## config.mk

```make
export PLATFORM = sky130hd
export DESIGN_NAME = timer_event_counter
export DESIGN_NICKNAME = d
export VERILOG_FILES = /design/src/design/timer_pkg.sv /design/src/design/count_prescaler.sv /design/src/design/pin_edge_detect.sv /design/src/design/timer_event_counter.sv
export SDC_FILE = /design/constraint.sdc
export NUM_CORES = 1
export LEC_CHECK = 0
export BUFFER_PORTS_ARGS = -buffer_cell sky130_fd_sc_hd__buf_2
export CAP_MARGIN = 10
export CORE_MARGIN = 3
export CORE_UTILIZATION = 45
export DETAILED_ROUTE_END_ITERATION = 6
export GPL_TIMING_DRIVEN = 1
export PLACE_DENSITY = 0.77
export SLEW_MARGIN = 10
export SYNTH_ARGS = -nofsm -noshare
export SYNTH_HDL_FRONTEND = slang
export SYNTH_SLANG_ARGS = --single-unit
```

## constraint.sdc

```tcl
create_clock -name CLK_SYS -period 5.23 [get_ports CLK_SYS]
set_input_delay 0.2615 -clock CLK_SYS [delete_from_list [all_inputs] [get_ports CLK_SYS]]
set_output_delay 0.2615 -clock CLK_SYS [all_outputs]
set_load 0.05 [all_outputs]
```

## src/design/timer_pkg.sv

```systemverilog
// shared constants for the 16-bit timer/event counter
package timer_pkg;

  // ----------------------------------------------------------------
  // bus geometry
  // ----------------------------------------------------------------
  localparam int ADDR_W = 8;
  localparam int DATA_W = 32;
  localparam int CNT_W = 16;
  localparam logic [1:0] RESP_OKAY = 2'h0;
  localparam logic [1:0] RESP_SLVERR = 2'h2;

  // ----------------------------------------------------------------
  // register byte offsets
  // ----------------------------------------------------------------
  localparam logic [ADDR_W-1:0] OFS_COUNT = 8'h00;
  localparam logic [ADDR_W-1:0] OFS_CC_A = 8'h04;
  localparam logic [ADDR_W-1:0] OFS_CC_B = 8'h08;
  localparam logic [ADDR_W-1:0] OFS_MODE = 8'h0C;
  localparam logic [ADDR_W-1:0] OFS_CCCTL = 8'h10;
  localparam logic [ADDR_W-1:0] OFS_OUTCTL = 8'h14;
  localparam logic [ADDR_W-1:0] OFS_PRESC = 8'h18;

  // ----------------------------------------------------------------
  // field positions and reset values
  // ----------------------------------------------------------------
  localparam int MODE_RUN_LO = 2;     // run mode bits [3:2]
  localparam int MODE_OVF = 0;        // overflow flag
  localparam int CC_A_CAPTURE = 0;    // 1: capture, 0: compare
  localparam int CC_A_REVPHASE = 1;   // 1: reverse edge of input a
  localparam int CC_B_CAPTURE = 2;
  localparam int OUT_ENABLE = 0;
  localparam int OUT_TOG_A = 1;
  localparam int OUT_TOG_B = 2;
  localparam int OUT_INIT = 3;
  localparam int OUT_LOAD = 4;        // write-one action
  localparam int OUT_ONESHOT = 5;
  localparam int OUT_OS_TRIG = 6;     // write-one action, reads zero
  localparam int OUT_OS_EDGE = 7;
  localparam int PRE_CLK_LO = 0;      // count clock select [1:0]
  localparam int PRE_EDGE_A_LO = 2;   // input a edge select [3:2]
  localparam int PRE_EDGE_B_LO = 4;   // input b edge select [5:4]
  localparam logic [CNT_W-1:0] COUNT_RESET = 16'h0000;
  localparam logic [CNT_W-1:0] COUNT_MAX = 16'hFFFF;
  localparam logic [CNT_W-1:0] CC_RESET = 16'h0000;
  localparam logic [7:0] CTL_RESET = 8'h00;

  // ----------------------------------------------------------------
  // encodings
  // ----------------------------------------------------------------
  typedef enum logic [1:0] {
    RUN_STOP = 2'h0,
    RUN_FREE = 2'h1,
    RUN_CLR_EDGE = 2'h2,
    RUN_CLR_MATCH = 2'h3
  } run_mode_t;

  typedef enum logic [1:0] {
    EDGE_FALL = 2'h0,
    EDGE_RISE = 2'h1,
    EDGE_NONE = 2'h2,
    EDGE_BOTH = 2'h3
  } edge_sel_t;

  localparam logic [1:0] CLK_DIV2 = 2'h0;
  localparam logic [1:0] CLK_DIV16 = 2'h1;
  localparam logic [1:0] CLK_DIV256 = 2'h2;
  localparam logic [1:0] CLK_EXT_A = 2'h3;
  localparam logic [7:0] MASK_DIV2 = 8'h01;
  localparam logic [7:0] MASK_DIV16 = 8'h0F;
  localparam logic [7:0] MASK_DIV256 = 8'hFF;

endpackage : timer_pkg

```

## src/design/count_prescaler.sv

```systemverilog
// internal count clock divider, one-cycle tick per count clock
`timescale 1ns/100ps
`default_nettype none
module count_prescaler (
  input wire logic clk,
  input wire logic rst_b,
  input wire logic [1:0] sel,
  output logic tick
);
  import timer_pkg::*;

  logic [7:0] div;
  logic [7:0] mask;

  always_comb begin
    unique case (sel)
      CLK_DIV2: mask = MASK_DIV2;
      CLK_DIV16: mask = MASK_DIV16;
      default: mask = MASK_DIV256;
    endcase
  end

  assign tick = ((div & mask) == mask);

  always_ff @(posedge clk or negedge rst_b) begin
    if (!rst_b) begin
      div <= 8'h00;
    end else begin
      div <= div + 8'h01;
    end
  end
endmodule : count_prescaler
`default_nettype wire

```

## src/design/pin_edge_detect.sv

```systemverilog
// synchroniser and valid-edge detector for one timer input pin
`timescale 1ns/100ps
`default_nettype none
module pin_edge_detect (
  input wire logic clk,
  input wire logic rst_b,
  input wire logic pin,
  input wire timer_pkg::edge_sel_t sel,
  output logic valid_edge,
  output logic reverse_edge
);
  import timer_pkg::*;

  logic sync_1;
  logic sync_2;
  logic last;
  wire rise = sync_2 & ~last;
  wire fall = ~sync_2 & last;

  always_ff @(posedge clk or negedge rst_b) begin
    if (!rst_b) begin
      sync_1 <= 1'b0;
      sync_2 <= 1'b0;
      last <= 1'b0;
    end else begin
      sync_1 <= pin;
      sync_2 <= sync_1;
      last <= sync_2;
    end
  end

  // reverse phase only exists for a single-edge selection
  always_comb begin
    unique case (sel)
      EDGE_FALL: begin
        valid_edge = fall;
        reverse_edge = rise;
      end
      EDGE_RISE: begin
        valid_edge = rise;
        reverse_edge = fall;
      end
      EDGE_NONE: begin
        valid_edge = 1'b0;
        reverse_edge = 1'b0;
      end
      EDGE_BOTH: begin
        valid_edge = rise | fall;
        reverse_edge = 1'b0;
      end
    endcase
  end
endmodule : pin_edge_detect
`default_nettype wire

```

## src/design/timer_event_counter.sv

```systemverilog
// 16-bit timer/event counter with two capture/compare registers
//
// The implementer's own choices: the register addresses and the AXI4-Lite slave port.
`timescale 1ns/100ps
`default_nettype none
module timer_event_counter (
  input wire logic CLK_SYS,
  input wire logic RST_B,
  input wire logic [timer_pkg::ADDR_W-1:0] S_AXI_AWADDR,
  input wire logic S_AXI_AWVALID,
  output logic S_AXI_AWREADY,
  input wire logic [timer_pkg::DATA_W-1:0] S_AXI_WDATA,
  input wire logic [3:0] S_AXI_WSTRB,
  input wire logic S_AXI_WVALID,
  output logic S_AXI_WREADY,
  output logic [1:0] S_AXI_BRESP,
  output logic S_AXI_BVALID,
  input wire logic S_AXI_BREADY,
  input wire logic [timer_pkg::ADDR_W-1:0] S_AXI_ARADDR,
  input wire logic S_AXI_ARVALID,
  output logic S_AXI_ARREADY,
  output logic [timer_pkg::DATA_W-1:0] S_AXI_RDATA,
  output logic [1:0] S_AXI_RRESP,
  output logic S_AXI_RVALID,
  input wire logic S_AXI_RREADY,
  input wire logic TIMER_INPUT_A,
  input wire logic TIMER_INPUT_B,
  output logic TIMER_OUTPUT,
  output logic MATCH_IRQ_A,
  output logic MATCH_IRQ_B
);
  import timer_pkg::*;

  // ----------------------------------------------------------------
  // state
  // ----------------------------------------------------------------
  logic [CNT_W-1:0] timer_count;
  logic [CNT_W-1:0] capture_compare_a;
  logic [CNT_W-1:0] capture_compare_b;
  run_mode_t run_mode;
  logic overflow;
  logic [2:0] capcomp_control;
  logic [7:0] output_control;
  logic [5:0] prescaler_mode;
  logic oneshot_trigger;
  logic out_level;

  logic [ADDR_W-1:0] aw_addr;
  logic aw_full;
  logic [DATA_W-1:0] w_data;
  logic [3:0] w_strb;
  logic w_full;

  // ----------------------------------------------------------------
  // pin edges and count clock
  // ----------------------------------------------------------------
  logic valid_a;
  logic reverse_a;
  logic valid_b;
  logic pre_tick;

  pin_edge_detect u_edge_a (
    .clk(CLK_SYS),
    .rst_b(RST_B),
    .pin(TIMER_INPUT_A),
    .sel(edge_sel_t'(prescaler_mode[PRE_EDGE_A_LO +: 2])),
    .valid_edge(valid_a),
    .reverse_edge(reverse_a)
  );

  pin_edge_detect u_edge_b (
    .clk(CLK_SYS),
    .rst_b(RST_B),
    .pin(TIMER_INPUT_B),
    .sel(edge_sel_t'(prescaler_mode[PRE_EDGE_B_LO +: 2])),
    .valid_edge(valid_b),
    .reverse_edge()
  );

  count_prescaler u_presc (
    .clk(CLK_SYS),
    .rst_b(RST_B),
    .sel(prescaler_mode[PRE_CLK_LO +: 2]),
    .tick(pre_tick)
  );

  wire [1:0] clk_sel = prescaler_mode[PRE_CLK_LO +: 2];
  wire running = (run_mode != RUN_STOP);
  // external event counting takes input a edges as the count clock
  wire tick = (clk_sel == CLK_EXT_A) ? valid_a : pre_tick;

  // ----------------------------------------------------------------
  // compare, capture and clear decisions
  // ----------------------------------------------------------------
  wire capture_a = capcomp_control[CC_A_CAPTURE];
  wire capture_b = capcomp_control[CC_B_CAPTURE];
  wire rev_trig_a = capcomp_control[CC_A_REVPHASE];
  wire oneshot_mode = output_control[OUT_ONESHOT];

  wire eq_a = (timer_count == capture_compare_a);
  wire eq_b = (timer_count == capture_compare_b);
  wire match_a = running & tick & ~capture_a & eq_a;
  wire match_b = running & tick & ~capture_b & eq_b;
  // a register in compare mode ignores every capture trigger
  wire trig_a = rev_trig_a ? reverse_a : valid_b;
  wire cap_a = running & capture_a & trig_a;
  wire cap_b = running & capture_b & valid_a;

  wire clr_edge = (run_mode == RUN_CLR_EDGE) & valid_a;
  wire clr_match = (run_mode == RUN_CLR_MATCH) & tick & eq_a;
  wire clr_oneshot = oneshot_mode &
                     (oneshot_trigger |
                      (output_control[OUT_OS_EDGE] & valid_a));
  wire wrap = tick & (timer_count == COUNT_MAX);
  wire any_clear = clr_edge | clr_match | clr_oneshot;

  logic [CNT_W-1:0] next_timer_count;
  always_comb begin
    if (!running) begin
      next_timer_count = COUNT_RESET;
    end else if (any_clear) begin
      next_timer_count = COUNT_RESET;
    end else if (tick) begin
      next_timer_count = timer_count + 16'h0001;
    end else begin
      next_timer_count = timer_count;
    end
  end

  // interrupts: match, or edge of the other input while capturing
  wire next_irq_a = match_a | (running & capture_a & valid_b);
  wire next_irq_b = match_b | (running & capture_b & valid_a);

  // ----------------------------------------------------------------
  // register write path
  // ----------------------------------------------------------------
  wire aw_take = S_AXI_AWVALID & S_AXI_AWREADY;
  wire w_take = S_AXI_WVALID & S_AXI_WREADY;
  wire do_write = aw_full & w_full & ~S_AXI_BVALID;
  wire wr_cc_a = do_write & (aw_addr == OFS_CC_A);
  wire wr_cc_b = do_write & (aw_addr == OFS_CC_B);
  wire wr_mode = do_write & (aw_addr == OFS_MODE) & w_strb[0];
  wire wr_ccctl = do_write & (aw_addr == OFS_CCCTL) & w_strb[0];
  wire wr_outctl = do_write & (aw_addr == OFS_OUTCTL) & w_strb[0];
  wire wr_presc = do_write & (aw_addr == OFS_PRESC) & w_strb[0];
  // the count register accepts the access but keeps its value
  wire wr_known = (aw_addr == OFS_COUNT) | (aw_addr == OFS_CC_A) |
                  (aw_addr == OFS_CC_B) | (aw_addr == OFS_MODE) |
                  (aw_addr == OFS_CCCTL) | (aw_addr == OFS_OUTCTL) |
                  (aw_addr == OFS_PRESC);

  function automatic logic [CNT_W-1:0] merge16(
    input logic [CNT_W-1:0] old,
    input logic [DATA_W-1:0] data,
    input logic [3:0] strb
  );
    merge16 = {strb[1] ? data[15:8] : old[15:8],
               strb[0] ? data[7:0] : old[7:0]};
  endfunction : merge16

  wire [CNT_W-1:0] cc_a_wr = merge16(capture_compare_a, w_data, w_strb);
  wire [CNT_W-1:0] cc_b_wr = merge16(capture_compare_b, w_data, w_strb);
  wire [7:0] wbyte = w_data[7:0];

  // ----------------------------------------------------------------
  // read path
  // ----------------------------------------------------------------
  logic [DATA_W-1:0] rd_word;
  logic rd_ok;
  always_comb begin
    rd_word = {DATA_W{1'b0}};
    rd_ok = 1'b1;
    unique case (S_AXI_ARADDR)
      // stopped counter is held at zero, so a read returns zero
      OFS_COUNT: rd_word[CNT_W-1:0] = timer_count;
      OFS_CC_A: rd_word[CNT_W-1:0] = capture_compare_a;
      OFS_CC_B: rd_word[CNT_W-1:0] = capture_compare_b;
      OFS_MODE: begin
        rd_word[MODE_RUN_LO +: 2] = run_mode;
        rd_word[MODE_OVF] = overflow;
      end
      OFS_CCCTL: rd_word[2:0] = capcomp_control;
      OFS_OUTCTL: rd_word[7:0] = output_control;
      OFS_PRESC: rd_word[5:0] = prescaler_mode;
      default: rd_ok = 1'b0;
    endcase
  end

  // ----------------------------------------------------------------
  // bus handshakes
  // ----------------------------------------------------------------
  always_ff @(posedge CLK_SYS or negedge RST_B) begin
    if (!RST_B) begin
      S_AXI_AWREADY <= 1'b0;
      S_AXI_WREADY <= 1'b0;
      S_AXI_BVALID <= 1'b0;
      S_AXI_BRESP <= RESP_OKAY;
      aw_full <= 1'b0;
      w_full <= 1'b0;
      aw_addr <= {ADDR_W{1'b0}};
      w_data <= {DATA_W{1'b0}};
      w_strb <= 4'h0;
    end else begin
      S_AXI_AWREADY <= ~aw_full & ~aw_take;
      S_AXI_WREADY <= ~w_full & ~w_take;
      if (aw_take) begin
        aw_full <= 1'b1;
        aw_addr <= S_AXI_AWADDR;
      end
      if (w_take) begin
        w_full <= 1'b1;
        w_data <= S_AXI_WDATA;
        w_strb <= S_AXI_WSTRB;
      end
      if (do_write) begin
        S_AXI_BVALID <= 1'b1;
        S_AXI_BRESP <= wr_known ? RESP_OKAY : RESP_SLVERR;
      end else if (S_AXI_BVALID & S_AXI_BREADY) begin
        S_AXI_BVALID <= 1'b0;
        aw_full <= 1'b0;
        w_full <= 1'b0;
      end
    end
  end

  always_ff @(posedge CLK_SYS or negedge RST_B) begin
    if (!RST_B) begin
      S_AXI_ARREADY <= 1'b0;
      S_AXI_RVALID <= 1'b0;
      S_AXI_RDATA <= {DATA_W{1'b0}};
      S_AXI_RRESP <= RESP_OKAY;
    end else begin
      if (S_AXI_ARVALID & S_AXI_ARREADY) begin
        S_AXI_ARREADY <= 1'b0;
        S_AXI_RVALID <= 1'b1;
        S_AXI_RDATA <= rd_word;
        S_AXI_RRESP <= rd_ok ? RESP_OKAY : RESP_SLVERR;
      end else if (S_AXI_RVALID & S_AXI_RREADY) begin
        S_AXI_RVALID <= 1'b0;
        S_AXI_ARREADY <= 1'b1;
      end else begin
        S_AXI_ARREADY <= ~S_AXI_RVALID;
      end
    end
  end

  // ----------------------------------------------------------------
  // control registers
  // ----------------------------------------------------------------
  always_ff @(posedge CLK_SYS or negedge RST_B) begin
    if (!RST_B) begin
      run_mode <= RUN_STOP;
      capcomp_control <= 3'h0;
      output_control <= CTL_RESET;
      prescaler_mode <= 6'h00;
      oneshot_trigger <= 1'b0;
    end else begin
      oneshot_trigger <= wr_outctl & wbyte[OUT_OS_TRIG];
      if (wr_mode) begin
        run_mode <= run_mode_t'(wbyte[MODE_RUN_LO +: 2]);
      end
      if (wr_ccctl) begin
        capcomp_control <= wbyte[2:0];
      end
      if (wr_outctl) begin
        // action bits never stay set
        output_control <= wbyte & ~((8'h01 << OUT_LOAD) |
                                    (8'h01 << OUT_OS_TRIG));
      end
      if (wr_presc) begin
        prescaler_mode <= wbyte[5:0];
      end
    end
  end

  // overflow: hardware set beats a software clear in the same cycle
  always_ff @(posedge CLK_SYS or negedge RST_B) begin
    if (!RST_B) begin
      overflow <= 1'b0;
    end else if (running & wrap & ~any_clear) begin
      overflow <= 1'b1;
    end else if (wr_mode & ~wbyte[MODE_OVF]) begin
      overflow <= 1'b0;
    end
  end

  // ----------------------------------------------------------------
  // counter and capture/compare registers
  // ----------------------------------------------------------------
  always_ff @(posedge CLK_SYS or negedge RST_B) begin
    if (!RST_B) begin
      timer_count <= COUNT_RESET;
    end else begin
      timer_count <= next_timer_count;
    end
  end

  // capture beats a simultaneous write; a capture racing a stop
  // still stores the count seen that cycle
  always_ff @(posedge CLK_SYS or negedge RST_B) begin
    if (!RST_B) begin
      capture_compare_a <= CC_RESET;
      capture_compare_b <= CC_RESET;
    end else begin
      if (cap_a) begin
        capture_compare_a <= timer_count;
      end else if (wr_cc_a) begin
        capture_compare_a <= cc_a_wr;
      end
      if (cap_b) begin
        capture_compare_b <= timer_count;
      end else if (wr_cc_b) begin
        capture_compare_b <= cc_b_wr;
      end
    end
  end

  // ----------------------------------------------------------------
  // timer output and interrupt pulses
  // ----------------------------------------------------------------
  wire out_en = output_control[OUT_ENABLE];
  wire toggle = (output_control[OUT_TOG_A] & match_a) ^
                (output_control[OUT_TOG_B] & match_b);

  always_ff @(posedge CLK_SYS or negedge RST_B) begin
    if (!RST_B) begin
      out_level <= 1'b0;
    end else if (wr_outctl & wbyte[OUT_LOAD]) begin
      out_level <= wbyte[OUT_INIT];
    end else if (out_en & oneshot_mode) begin
      // pulse starts at match b, ends at match a
      if (match_a) begin
        out_level <= 1'b0;
      end else if (match_b) begin
        out_level <= 1'b1;
      end
    end else if (out_en & toggle) begin
      out_level <= ~out_level;
    end
  end

  always_ff @(posedge CLK_SYS or negedge RST_B) begin
    if (!RST_B) begin
      TIMER_OUTPUT <= 1'b0;
      MATCH_IRQ_A <= 1'b0;
      MATCH_IRQ_B <= 1'b0;
    end else begin
      TIMER_OUTPUT <= out_level;
      MATCH_IRQ_A <= next_irq_a;
      MATCH_IRQ_B <= next_irq_b;
    end
  end

endmodule : timer_event_counter
`default_nettype wire

```

==> flow_summary.yaml, run 1 <==
logic_synthesis:
  synth.cell_area_um2: 6900
  synthXorXnorAreaFrac_pct: 6.96
  synth_adder_area_share_pct: 1.09
  ys_seq_elements: 136
  synth_area_per_inst_um2: 10.5
  synth-edff-count: 0
  async_flop_share_pct: 100
  synth_seq_area_share_pct: 49.3
  synthSimpleGateAreaFrac_pct: 12.6
  ys_dominant_reg_cell: "sky130_fd_sc_hd__dfrtp_1"
  combinational_family_with_the_most_area_after_synthesis: "multiplexers"
  number_of_instances_in_the_synthesized_netlist: 659
  yosys_warnings: 0
  unique_cell_type_count_in_the_yosys_netlist: 58
  synth.mux.area_fraction_pct: 13.0
  synth_area_in_compound_gates_pct: 11.6
detailed_routing:
  antenna_left: 0
  number_of_drc_violations_after_detailed_routing_iteration_0: 395
  routedWlPerCell_um: 17.5
  drc_errors: 0
  route.vias.total: 5053
  drt-pass1-iter-count: 5
  vias_per_cell: 5.54
  wirelength_mm: 16.0
sta:
  hold_violations: 0
  clock-skew-final_ns: 0.00865
  timing_worst_slew_pin_value_ns: 1.11
  slew_headroom_pct: 26.1
  sum_neg_setup_slack_ns: 0
  post-route-worst-setup-slack_ns: 2.28
  share_of_the_clock_period_used_by_the_worst_path_after_layout_pct: 56.3
  slew_viol_final: 0
  timing.fmax_mhz: 339
  period_minus_slack_ns: 2.95
  setup_repair_after_global_routing_missed_its_margin: "no"
  setup_violations: 0
  fin_hold_ws_ns: 0.0388
finish:
  multi_input_logic_area_um2: 3210
  layout_commonest_cell: "sky130_fd_sc_hd__dfrtp_1"
  num_antenna_cells: 0
  seq_cell_area_um2: 3400
  final_layout_net_count: 782
  filler_cell_count: 1269
  post_route_cells_drive_above_1_share_pct: 22.1
  syn_to_final_growth_pct: 14.8
  mostFrequentLayoutCells: "sky130_fd_sc_hd__dfrtp_1, sky130_fd_sc_hd__buf_2, sky130_fd_sc_hd__nor2_1"
critical_path:
  delay_of_the_slowest_cell_on_the_worst_path_ns: 0.55
  setup.reg_to_reg.worst_slack_ns: 2.28
  critical_path_class: "reg2reg"
  critical_path.reg2reg.startpoint: "timer_count[3]$_DFFE_PN0P_"
  worstSetupEndpointType: "register"
  r2r.worst_path.cells: 7
  arrival_time_reported_for_the_critical_path_endpoint_ns: 3.26
  timing.rr.end: "out_level$_DFFE_PN0P_"
  critPathSlowestCell: "sky130_fd_sc_hd__or4b_4"
  critical_path.cell_chain: "xnor2_1, nand4_1, or4_4, or4b_4, a41oi_2, o2111ai_1, a32o_1"
  path_max_fanout: 9
  cp.required_ns: 5.54
  crit_path_start_kind: "register"
cts:
  clockRootBuffer: "sky130_fd_sc_hd__clkbuf_16"
  numClockSinks: 136
  h_tree_levels: 4
  tritoncts.num_buffers: 17
  bufs_on_longest_clock_path: 2
  cts_tree: "built"
  clk_latency_ns: 0.43
  cts.reportedPaths.clkPinSlew_ns: 0.06
  post-cts-setup-buffers: 0
global_routing:
  grt_util_met3_pct: 4.58
  grt-busiest-layer: "met2"
  grt_overflow: 0
  grtUsageTotal_pct: 19.9
  met1_track_demand_over_resource_in_global_routing_pct: 27.0
  grtUsageMet2_pct: 30.3
  first_pass_grt_wire_length_mm: 25.8
  grt_start_max_net_pins: 94
  antenna_found_initial: 0
  first_global_vias: 4889
power_and_ir_drop:
  ir_drop_mv: 0.231
  leakagePower_nw: 3.50
  power.density_nw_per_um2: 422
floorplan:
  pin_count: 105
  die_span_in_x_um: 130
  placementRows: 44
  die_area_um2: 16900
  start_util_pct: 46.8
  die_h_um: 130
  core_um2: 14800
worst_hold_path:
  whs_endpoint: "S_AXI_WREADY$_DFF_PN0_"
  holdPathStages: 2
  hold_path.class: "in2reg"
  min-delay-start: "S_AXI_WVALID"
place:
  place.port_buffers: 68
  post-place-ws_ns: 2.38
  globalplace.congestion: 0.884
  dp_hpwl_mm: 11.2
job:
  drv_cap: 0
status:
  result_of_the_run: "finished clean"
[cells in the mapped netlist, types with 5 or more instances]
cell type / instances / area (um2)
sky130_fd_sc_hd__a22o_1: 10 / 87.6
sky130_fd_sc_hd__o21ai_0: 38 / 190
sky130_fd_sc_hd__nand4_1: 14 / 87.6
sky130_fd_sc_hd__inv_1: 14 / 52.6
sky130_fd_sc_hd__nand3_1: 23 / 115
sky130_fd_sc_hd__nand2_1: 48 / 180
sky130_fd_sc_hd__nor3b_1: 5 / 37.5
sky130_fd_sc_hd__nor2_1: 58 / 218
sky130_fd_sc_hd__dfrtp_1: 136 / 3400
sky130_fd_sc_hd__buf_1: 5 / 18.8
sky130_fd_sc_hd__mux2i_1: 38 / 380
sky130_fd_sc_hd__xor2_1: 24 / 210
sky130_fd_sc_hd__buf_4: 20 / 150
sky130_fd_sc_hd__mux2_2: 46 / 518
sky130_fd_sc_hd__nor3_1: 8 / 40.0
sky130_fd_sc_hd__a21oi_1: 30 / 150
sky130_fd_sc_hd__ha_1: 6 / 75.1
sky130_fd_sc_hd__clkbuf_1: 27 / 101
sky130_fd_sc_hd__a22oi_1: 12 / 90.1
sky130_fd_sc_hd__and2_1: 6 / 37.5
sky130_fd_sc_hd__xnor2_1: 29 / 254
[repair_timing]
item,in CTS,in global routing
hold endpoints to repair,94,0
hold buffers,3,0
gates resized for setup,0,0
[registers in the layout, summed over array words and instances (netlist names), 3 cells and up]
register and cells:
prescaler_mode 6, capcomp_control 3, aw_addr 8, S_AXI_RDATA 16
timer_count 16, w_data 16, output_control 6, capture_compare_a 16
capture_compare_b 16, u_presc.div 8
[per-stage QoR]
| stage | area, um2 | util, % | power (mW) | instances |
|---|---|---|---|---|
| 2_1_floorplan | 6960 | - | 1.94 | 676 |
| 3_3_place_gp | 7300 | 49.5 | 2.14 | 877 |
| 3_5_place_dp | 7300 | 49.5 | 2.17 | 877 |
| 4_1_cts | 7920 | 53.7 | 3.36 | 912 |
| 5_1_grt | 7920 | 53.7 | 3.50 | 912 |
| 6_report | 7920 | 53.7 | 3.34 | 912 |
[critical path: cells and delay by family (launching register included)]
family | cells | cell delay, ns
flip-flops | 1 | 0.51
AO/OA/AOI/OAI | 3 | 0.63
AND/OR/NAND/NOR | 3 | 1.33
XOR/XNOR | 1 | 0.36
[layer usage]
layer,wire (um),part of all wire [%]
met1,7090,44
met2,7360,46
met3,952,6.0
met4,554,3.5
met5,0,0
[power by group]
part           total [mW]  internal, mW  switching [mW]
combinational       0.702         0.295           0.406
sequential           1.46          1.24           0.217
clock                1.18         0.737           0.445
total                3.34          2.27            1.07
[how the worst max path moves through the flow]
stage / from / end / slack [ns] / cells past startpoint
after detailed placement: timer_count[3]$_DFFE_PN0P_ / out_level$_DFFE_PN0P_ / 2.38 / 7
final: timer_count[3]$_DFFE_PN0P_ / out_level$_DFFE_PN0P_ / 2.28 / 7
after floorplan: timer_count[11]$_DFFE_PN0P_ / out_level$_DFFE_PN0P_ / 2.83 / 8
after global routing: u_edge_b.last$_DFF_PN0_ / capture_compare_a[1]$_DFFE_PN0P_ / 2.14 / 9
after global placement: timer_count[3]$_DFFE_PN0P_ / out_level$_DFFE_PN0P_ / 2.44 / 7
after CTS: timer_count[3]$_DFFE_PN0P_ / out_level$_DFFE_PN0P_ / 2.29 / 7
[layout make-up]
cell class              count  area share (%)
clock buffers              21            5.94
clock inverters            11            1.55
inverters                  14           0.664
multi-input cells         468            40.6
flip-flops and latches    136            43.0
well taps                 184            2.91
repair buffers             78            5.42
[cell families (layout without fill, tap and decap cells)]
| family | after synthesis | after routing |
|---|---|---|
| AND/OR/NAND/NOR | 183 | 183 |
| flip-flops | 136 | 136 |
| adder cells (fa/ha/maj) | 6 | 6 |
| AO/OA/AOI/OAI | 123 | 123 |
| buffers and inverters | 72 | 124 |
| multiplexers | 84 | 84 |
| other | 1 | 18 |
| XOR/XNOR | 54 | 54 |
Note: power is estimated with default switching activity, not from simulation.
==> run 2, diff against run 1 <==
Settings changed: ABC_AREA from default to 1, PLACE_DENSITY 0.77 to 0.79.
Clock period 5.23 ns to 2.51 ns, I/O delays scaled along.
==> flow_summary.yaml, run 2 <==
power_and_ir_drop:
  leakagePower_nw: 4.16
  design_power_total_mw: 6.89
  comb_power_share_pct: 24.8
  proportion_of_power_drawn_by_flip_flops_and_latches_pct: 43.3
  ir_drop_mv: 0.717
  power.density_nw_per_um2: 802
  power_switching_mw: 2.49
  clkPwrFrac_pct: 31.9
  p_int_mw: 4.40
  fraction_of_power_spent_switching_nets_pct: 36.1
critical_path:
  arrival_time_reported_for_the_critical_path_endpoint_ns: 2.52
  r2r.worst_path.cells: 11
  critical_path.reg2reg.startpoint: "u_edge_a.last$_DFF_PN0_"
  worstSetupEndpointType: "register"
  crit_path_start_kind: "register"
  critical_path_class: "reg2reg"
  path_max_fanout: 16
  cp.required_ns: 2.83
  timing.rr.end: "capture_compare_b[5]$_DFFE_PN0P_"
  setup.reg_to_reg.worst_slack_ns: 0.32
worst_hold_path:
  hold_path.class: "in2reg"
  whs_endpoint: "aw_addr[6]$_DFFE_PN0P_"
  min-delay-start: "S_AXI_AWVALID"
  holdPathStages: 4
place:
  globalplace.congestion: 0.945
  dp_hpwl_mm: 14.3
  placed_cells_incl_taps: 1198
  place.port_buffers: 68
  postPlaceCellArea_um2: 7760
global_routing:
  antenna_found_initial: 0
  first_global_vias: 6393
  grt_start_max_net_pins: 77
  grtUsageTotal_pct: 23.3
  first_pass_grt_wire_length_mm: 32.5
  grt_overflow: 0
sta:
  timing.fmax_mhz: 456
  sum_neg_setup_slack_ns: 0
  clock-skew-final_ns: 0.00748
  setup_repair_after_global_routing_missed_its_margin: "no"
  period_minus_slack_ns: 2.19
  slew_viol_final: 0
  setup_violations: 0
  hold_violations: 0
  slew_headroom_pct: 45.3
  share_of_the_clock_period_used_by_the_worst_path_after_layout_pct: 87.4
  timing_worst_slew_pin_value_ns: 0.819
finish:
  stdcell_count: 1260
  post_route_cells_drive_above_1_share_pct: 13.3
  mostFrequentLayoutCells: "sky130_fd_sc_hd__nand2_1, sky130_fd_sc_hd__dfrtp_1, sky130_fd_sc_hd__inv_1"
  num_antenna_cells: 0
  syn_to_final_growth_pct: 19.3
  final_layout_net_count: 1104
  filler_cell_count: 1463
  final_design_area_no_fill_um2: 8590
  layout_commonest_cell: "sky130_fd_sc_hd__nand2_1"
floorplan:
  start_util_pct: 46.7
  pin_count: 105
  die_area_um2: 17600
  die_h_um: 132
  placementRows: 45
  die_span_in_x_um: 132
  core_um2: 15400
cts:
  cts_tree: "built"
  cts_hold_buf: 31
  bufs_on_longest_clock_path: 2
  cts.reportedPaths.clkPinSlew_ns: 0.06
  post-cts-setup-buffers: 0
  tritoncts.num_buffers: 17
  clockRootBuffer: "sky130_fd_sc_hd__clkbuf_16"
  numClockSinks: 136
  clk_latency_ns: 0.42
  cts-resized-gates: 0
  h_tree_levels: 4
logic_synthesis:
  yosys_warnings: 0
  ys_seq_elements: 136
  synth_seq_area_share_pct: 47.3
  post_synth_most_frequent_cells: "sky130_fd_sc_hd__nand2_1, sky130_fd_sc_hd__dfrtp_1, sky130_fd_sc_hd__inv_1"
  yosysTopAreaCellShare_pct: 47.3
  synth_area_per_inst_um2: 7.76
  synth.most_common_cell: "sky130_fd_sc_hd__nand2_1"
  synth.cell_area_um2: 7200
  number_of_instances_in_the_synthesized_netlist: 928
  synth-edff-count: 0
  ys_dominant_reg_cell: "sky130_fd_sc_hd__dfrtp_1"
  async_flop_share_pct: 100
  synth.largest_area_cell: "sky130_fd_sc_hd__dfrtp_1"
  synth.area.top_cells: "sky130_fd_sc_hd__dfrtp_1, sky130_fd_sc_hd__nand2_1, sky130_fd_sc_hd__inv_1"
  unique_cell_type_count_in_the_yosys_netlist: 39
detailed_routing:
  drt-pass1-iter-count: 5
  drc_errors: 0
  antenna_left: 0
  route.vias.total: 6672
  routedWlPerCell_um: 15.8
  vias_per_cell: 5.30
  number_of_drc_violations_after_detailed_routing_iteration_0: 495
  wirelength_mm: 19.9
job:
  drv_cap: 0
status:
  result_of_the_run: "finished clean"
-- run 2: cell count changes after synthesis, sizes merged, moves of 19 or more --
| cell | change |
|---|---|
| nand2 | +234 |
| inv | +106 |
| mux2 | -46 |
| mux2i | -38 |
| o21ai | +37 |
| nand3 | +33 |
| o22ai | +23 |
| xnor2 | -23 |
| a21oi | -19 |
-- run 2: metrics by stage --
step,worst slack (ns),hold slack (ns),util [%]
final,0.316,0.0864,55.7
after global routing,0.144,0.0904,55.7
after CTS,0.342,0.0404,55.7
after detailed placement,0.346,0.206,50.3
after global placement,0.455,0.202,50.3
after floorplan,0.703,-0.170,-
-- run 2: cell type report --
| type | instances | area [um2] | area share [%] |
|---|---|---|---|
| well taps | 211 | 264 | 3.07 |
| clock inverters | 10 | 55.1 | 0.641 |
| clock buffers | 21 | 460 | 5.36 |
| flip-flops and latches | 136 | 3400 | 39.6 |
| multi-input cells | 646 | 3160 | 36.8 |
| repair buffers | 116 | 797 | 9.28 |
| inverters | 120 | 450 | 5.24 |
-- run 2: power by group through the flow --
stage	logic [mW]	clock network (mW)	registers, mW
floorplan	1.06	0	2.99
global placement	1.61	0	2.98
detailed placement	1.66	0	2.99
CTS	1.70	2.23	2.96
global route	1.93	2.32	3.02
finish	1.71	2.20	2.98
-- run 2: worst max path at each step --
stage / startpoint / to / slack, ns / cells past startpoint
after global routing: u_edge_a.last$_DFF_PN0_ / capture_compare_b[13]$_DFFE_PN0P_ / 0.14 / 11
after global placement: timer_count[9]$_DFFE_PN0P_ / timer_count[13]$_DFFE_PN0P_ / 0.46 / 12
after detailed placement: u_edge_a.last$_DFF_PN0_ / capture_compare_b[8]$_DFFE_PN0P_ / 0.35 / 11
final: u_edge_a.last$_DFF_PN0_ / capture_compare_b[5]$_DFFE_PN0P_ / 0.32 / 11
after floorplan: S_AXI_BVALID$_DFFE_PN0P_ / out_level$_DFFE_PN0P_ / 0.70 / 10
after CTS: u_edge_a.last$_DFF_PN0_ / capture_compare_b[8]$_DFFE_PN0P_ / 0.34 / 11
-- run 2: logic make-up after synthesis --
logic type / Yosys count / synth area share (%)
buffers and inverters: 163 / 9.75
AO/OA/AOI/OAI: 155 / 13.1
other: 1 / 0.0521
AND/OR/NAND/NOR: 447 / 26.4
adder cells (fa/ha/maj): 6 / 1.04
flip-flops: 136 / 47.3
XOR/XNOR: 20 / 2.43
-- run 2: layer usage --
metal | up-vias | part of all wire [%] | global-route usage, %
met4 | 0 | 2.0 | 7.97
met5 | - | 0 | 0
met3 | 39 | 8.9 | 4.83
met2 | 314 | 46 | 36.6
li1 | 3219 | - | -
met1 | 3100 | 43 | 32.4
-- run 2: worst max-delay path: stages, from the launching register on --
cell	delay (ns)
sky130_fd_sc_hd__dfrtp_1	0.36
sky130_fd_sc_hd__inv_1	0.05
sky130_fd_sc_hd__ha_1	0.28
sky130_fd_sc_hd__inv_1	0.05
sky130_fd_sc_hd__nand2_1	0.04
sky130_fd_sc_hd__nand2_1	0.09
sky130_fd_sc_hd__nand2_1	0.14
sky130_fd_sc_hd__nor3_4	0.22
sky130_fd_sc_hd__inv_2	0.07
sky130_fd_sc_hd__nand2_1	0.48
sky130_fd_sc_hd__o211ai_1	0.18
sky130_fd_sc_hd__o21ai_0	0.13
==> run 3, diff against run 2 <==
Settings changed: RECOVER_POWER from default to 100.
==> flow_summary.yaml, run 3 (synthesis gave the netlist of run 2 again) <==
global_routing:
  first_global_vias: 6393
  met1_track_demand_over_resource_in_global_routing_pct: 32.4
  grt_overflow: 0
  grtUsageMet2_pct: 36.6
  first_pass_grt_wire_length_mm: 32.5
  grt-busiest-layer: "met2"
  grt_start_max_net_pins: 77
  grtUsageTotal_pct: 23.3
  antenna_found_initial: 0
  grt_util_met3_pct: 4.83
sta:
  timing.fmax_mhz: 437
  sum_neg_setup_slack_ns: 0
  setup_repair_after_global_routing_missed_its_margin: "no"
  share_of_the_clock_period_used_by_the_worst_path_after_layout_pct: 91.2
  slew_headroom_pct: -30.0
  fin_hold_ws_ns: 0.0774
  setup_violations: 0
  clock-skew-final_ns: 0.00714
  period_minus_slack_ns: 2.29
  post-route-worst-setup-slack_ns: 0.221
  slew_viol_final: 76
  timing_worst_slew_pin_value_ns: 1.95
  hold_violations: 0
finish:
  mostFrequentLayoutCells: "sky130_fd_sc_hd__nand2_1, sky130_fd_sc_hd__dfrtp_1, sky130_fd_sc_hd__inv_1"
  multi_input_logic_area_um2: 3130
  seq_cell_area_um2: 3400
  final_design_area_no_fill_um2: 8510
  layout_commonest_cell: "sky130_fd_sc_hd__nand2_1"
  final_layout_net_count: 1104
  post_route_cells_drive_above_1_share_pct: 10.0
  finalCoreUtilization_pct: 55.1
  num_antenna_cells: 0
  syn_to_final_growth_pct: 18.1
  filler_cell_count: 1496
  stdcell_count: 1260
power_and_ir_drop:
  leakagePower_nw: 4.03
  fraction_of_power_spent_switching_nets_pct: 36.1
  power_switching_mw: 2.48
  clkPwrFrac_pct: 32.2
  design_power_total_mw: 6.86
  proportion_of_power_drawn_by_flip_flops_and_latches_pct: 43.4
  p_int_mw: 4.38
  ir_drop_mv: 0.712
  comb_power_share_pct: 24.5
  power.density_nw_per_um2: 807
cts:
  bufs_on_longest_clock_path: 2
  h_tree_levels: 4
  clk_latency_ns: 0.43
  post-cts-setup-buffers: 0
  clockRootBuffer: "sky130_fd_sc_hd__clkbuf_16"
  cts-resized-gates: 0
  cts.reportedPaths.clkPinSlew_ns: 0.06
  numClockSinks: 136
  cts_tree: "built"
  tritoncts.num_buffers: 17
place:
  place.port_buffers: 68
  postPlaceCellArea_um2: 7760
  post-place-ws_ns: 0.346
  globalplace.congestion: 0.945
  dp_hpwl_mm: 14.3
  placed_cells_incl_taps: 1198
critical_path:
  r2r.worst_path.cells: 14
  critical_path_class: "reg2reg"
  cp.required_ns: 2.88
  setup.reg_to_reg.worst_slack_ns: 0.22
  worstSetupEndpointType: "register"
  crit_path_from: "u_edge_a.last$_DFF_PN0_"
  path_common_cell: "sky130_fd_sc_hd__nand2_1"
  arrival_time_reported_for_the_critical_path_endpoint_ns: 2.65
  delay_of_the_slowest_cell_on_the_worst_path_ns: 0.36
  critPathSlowestCell: "sky130_fd_sc_hd__dfrtp_1"
  critical_path.cell_chain: "inv_1, ha_1, inv_1, nand2_1, nand2_1, nand3_1, nand2_1, inv_1, nor3_1, a21oi_1, nand2_2, nor2_2, nand2_1, nand2_1"
  timing.rr.end: "overflow$_DFFE_PN0P_"
  end_of_the_critical_path: "overflow$_DFFE_PN0P_"
  critical_path.reg2reg.startpoint: "u_edge_a.last$_DFF_PN0_"
  path_max_fanout: 8
  crit_path_start_kind: "register"
job:
  drv_cap: 1
detailed_routing:
  drc_errors: 0
  wirelength_mm: 19.9
  vias_per_cell: 5.27
  number_of_drc_violations_after_detailed_routing_iteration_0: 600
  routedWlPerCell_um: 15.8
  drt-pass1-iter-count: 5
  route.vias.total: 6635
  antenna_left: 0
floorplan:
  die_area_um2: 17600
  pin_count: 105
  die_h_um: 132
  start_util_pct: 46.7
  core_um2: 15400
  die_span_in_x_um: 132
  placementRows: 45
worst_hold_path:
  hold_path.class: "in2reg"
status:
  failed_checks: "max-capacitance violations, max-slew violations"
  result_of_the_run: "finished, violations left"
## run 3: area by class of cell
type	instances	area share [%]
flip-flops and latches	136	40.0
multi-input cells	646	36.8
repair buffers	116	8.72
clock buffers	21	5.41
inverters	120	5.29
well taps	211	3.10
clock inverters	10	0.647
## run 3: layer usage
| layer | part of all wire [%] | up-vias | routed length [um] |
|---|---|---|---|
| li1 | - | 3216 | - |
| met1 | 44 | 3092 | 8840 |
| met2 | 45 | 289 | 9030 |
| met3 | 8.1 | 38 | 1620 |
| met4 | 2.1 | 0 | 419 |
| met5 | 0 | - | 0 |
## run 3: what timing repair did
action,4_1_cts,5_1_grt
hold buffers,31,0
endpoints found under the hold margin,106,0
endpoints found under the setup margin,0,0
## run 3: worst min-delay path by stage
stage	startpoint	slack (ns)	endpoint	cells past startpoint
2_1_floorplan	RST_B	-0.17	MATCH_IRQ_A$_DFF_PN0_	0
3_3_place_gp	RST_B	0.20	S_AXI_RDATA[15]$_DFFE_PN0P_	1
3_5_place_dp	RST_B	0.21	S_AXI_RDATA[15]$_DFFE_PN0P_	1
4_1_cts	S_AXI_AWVALID	0.04	aw_addr[6]$_DFFE_PN0P_	4
5_1_grt	S_AXI_AWVALID	0.09	aw_addr[1]$_DFFE_PN0P_	4
6_report	S_AXI_AWVALID	0.08	aw_addr[6]$_DFFE_PN0P_	4
## run 3: power groups by stage
stage          Clock [mW]  Sequential (mW)  Combinational, mW
2_1_floorplan           0             2.99               1.06
3_3_place_gp            0             2.98               1.61
3_5_place_dp            0             2.99               1.66
4_1_cts              2.23             2.96               1.70
5_1_grt              2.32             3.02               1.90
6_report             2.21             2.98               1.68
## run 3: critical path: cells and delay by family, from the launching register on
| kind | cells | cell delay, ns |
|---|---|---|
| AO/OA/AOI/OAI | 1 | 0.16 |
| flip-flops | 1 | 0.36 |
| buffers and inverters | 3 | 0.31 |
| adder cells (fa/ha/maj) | 1 | 0.27 |
| AND/OR/NAND/NOR | 9 | 1.15 |
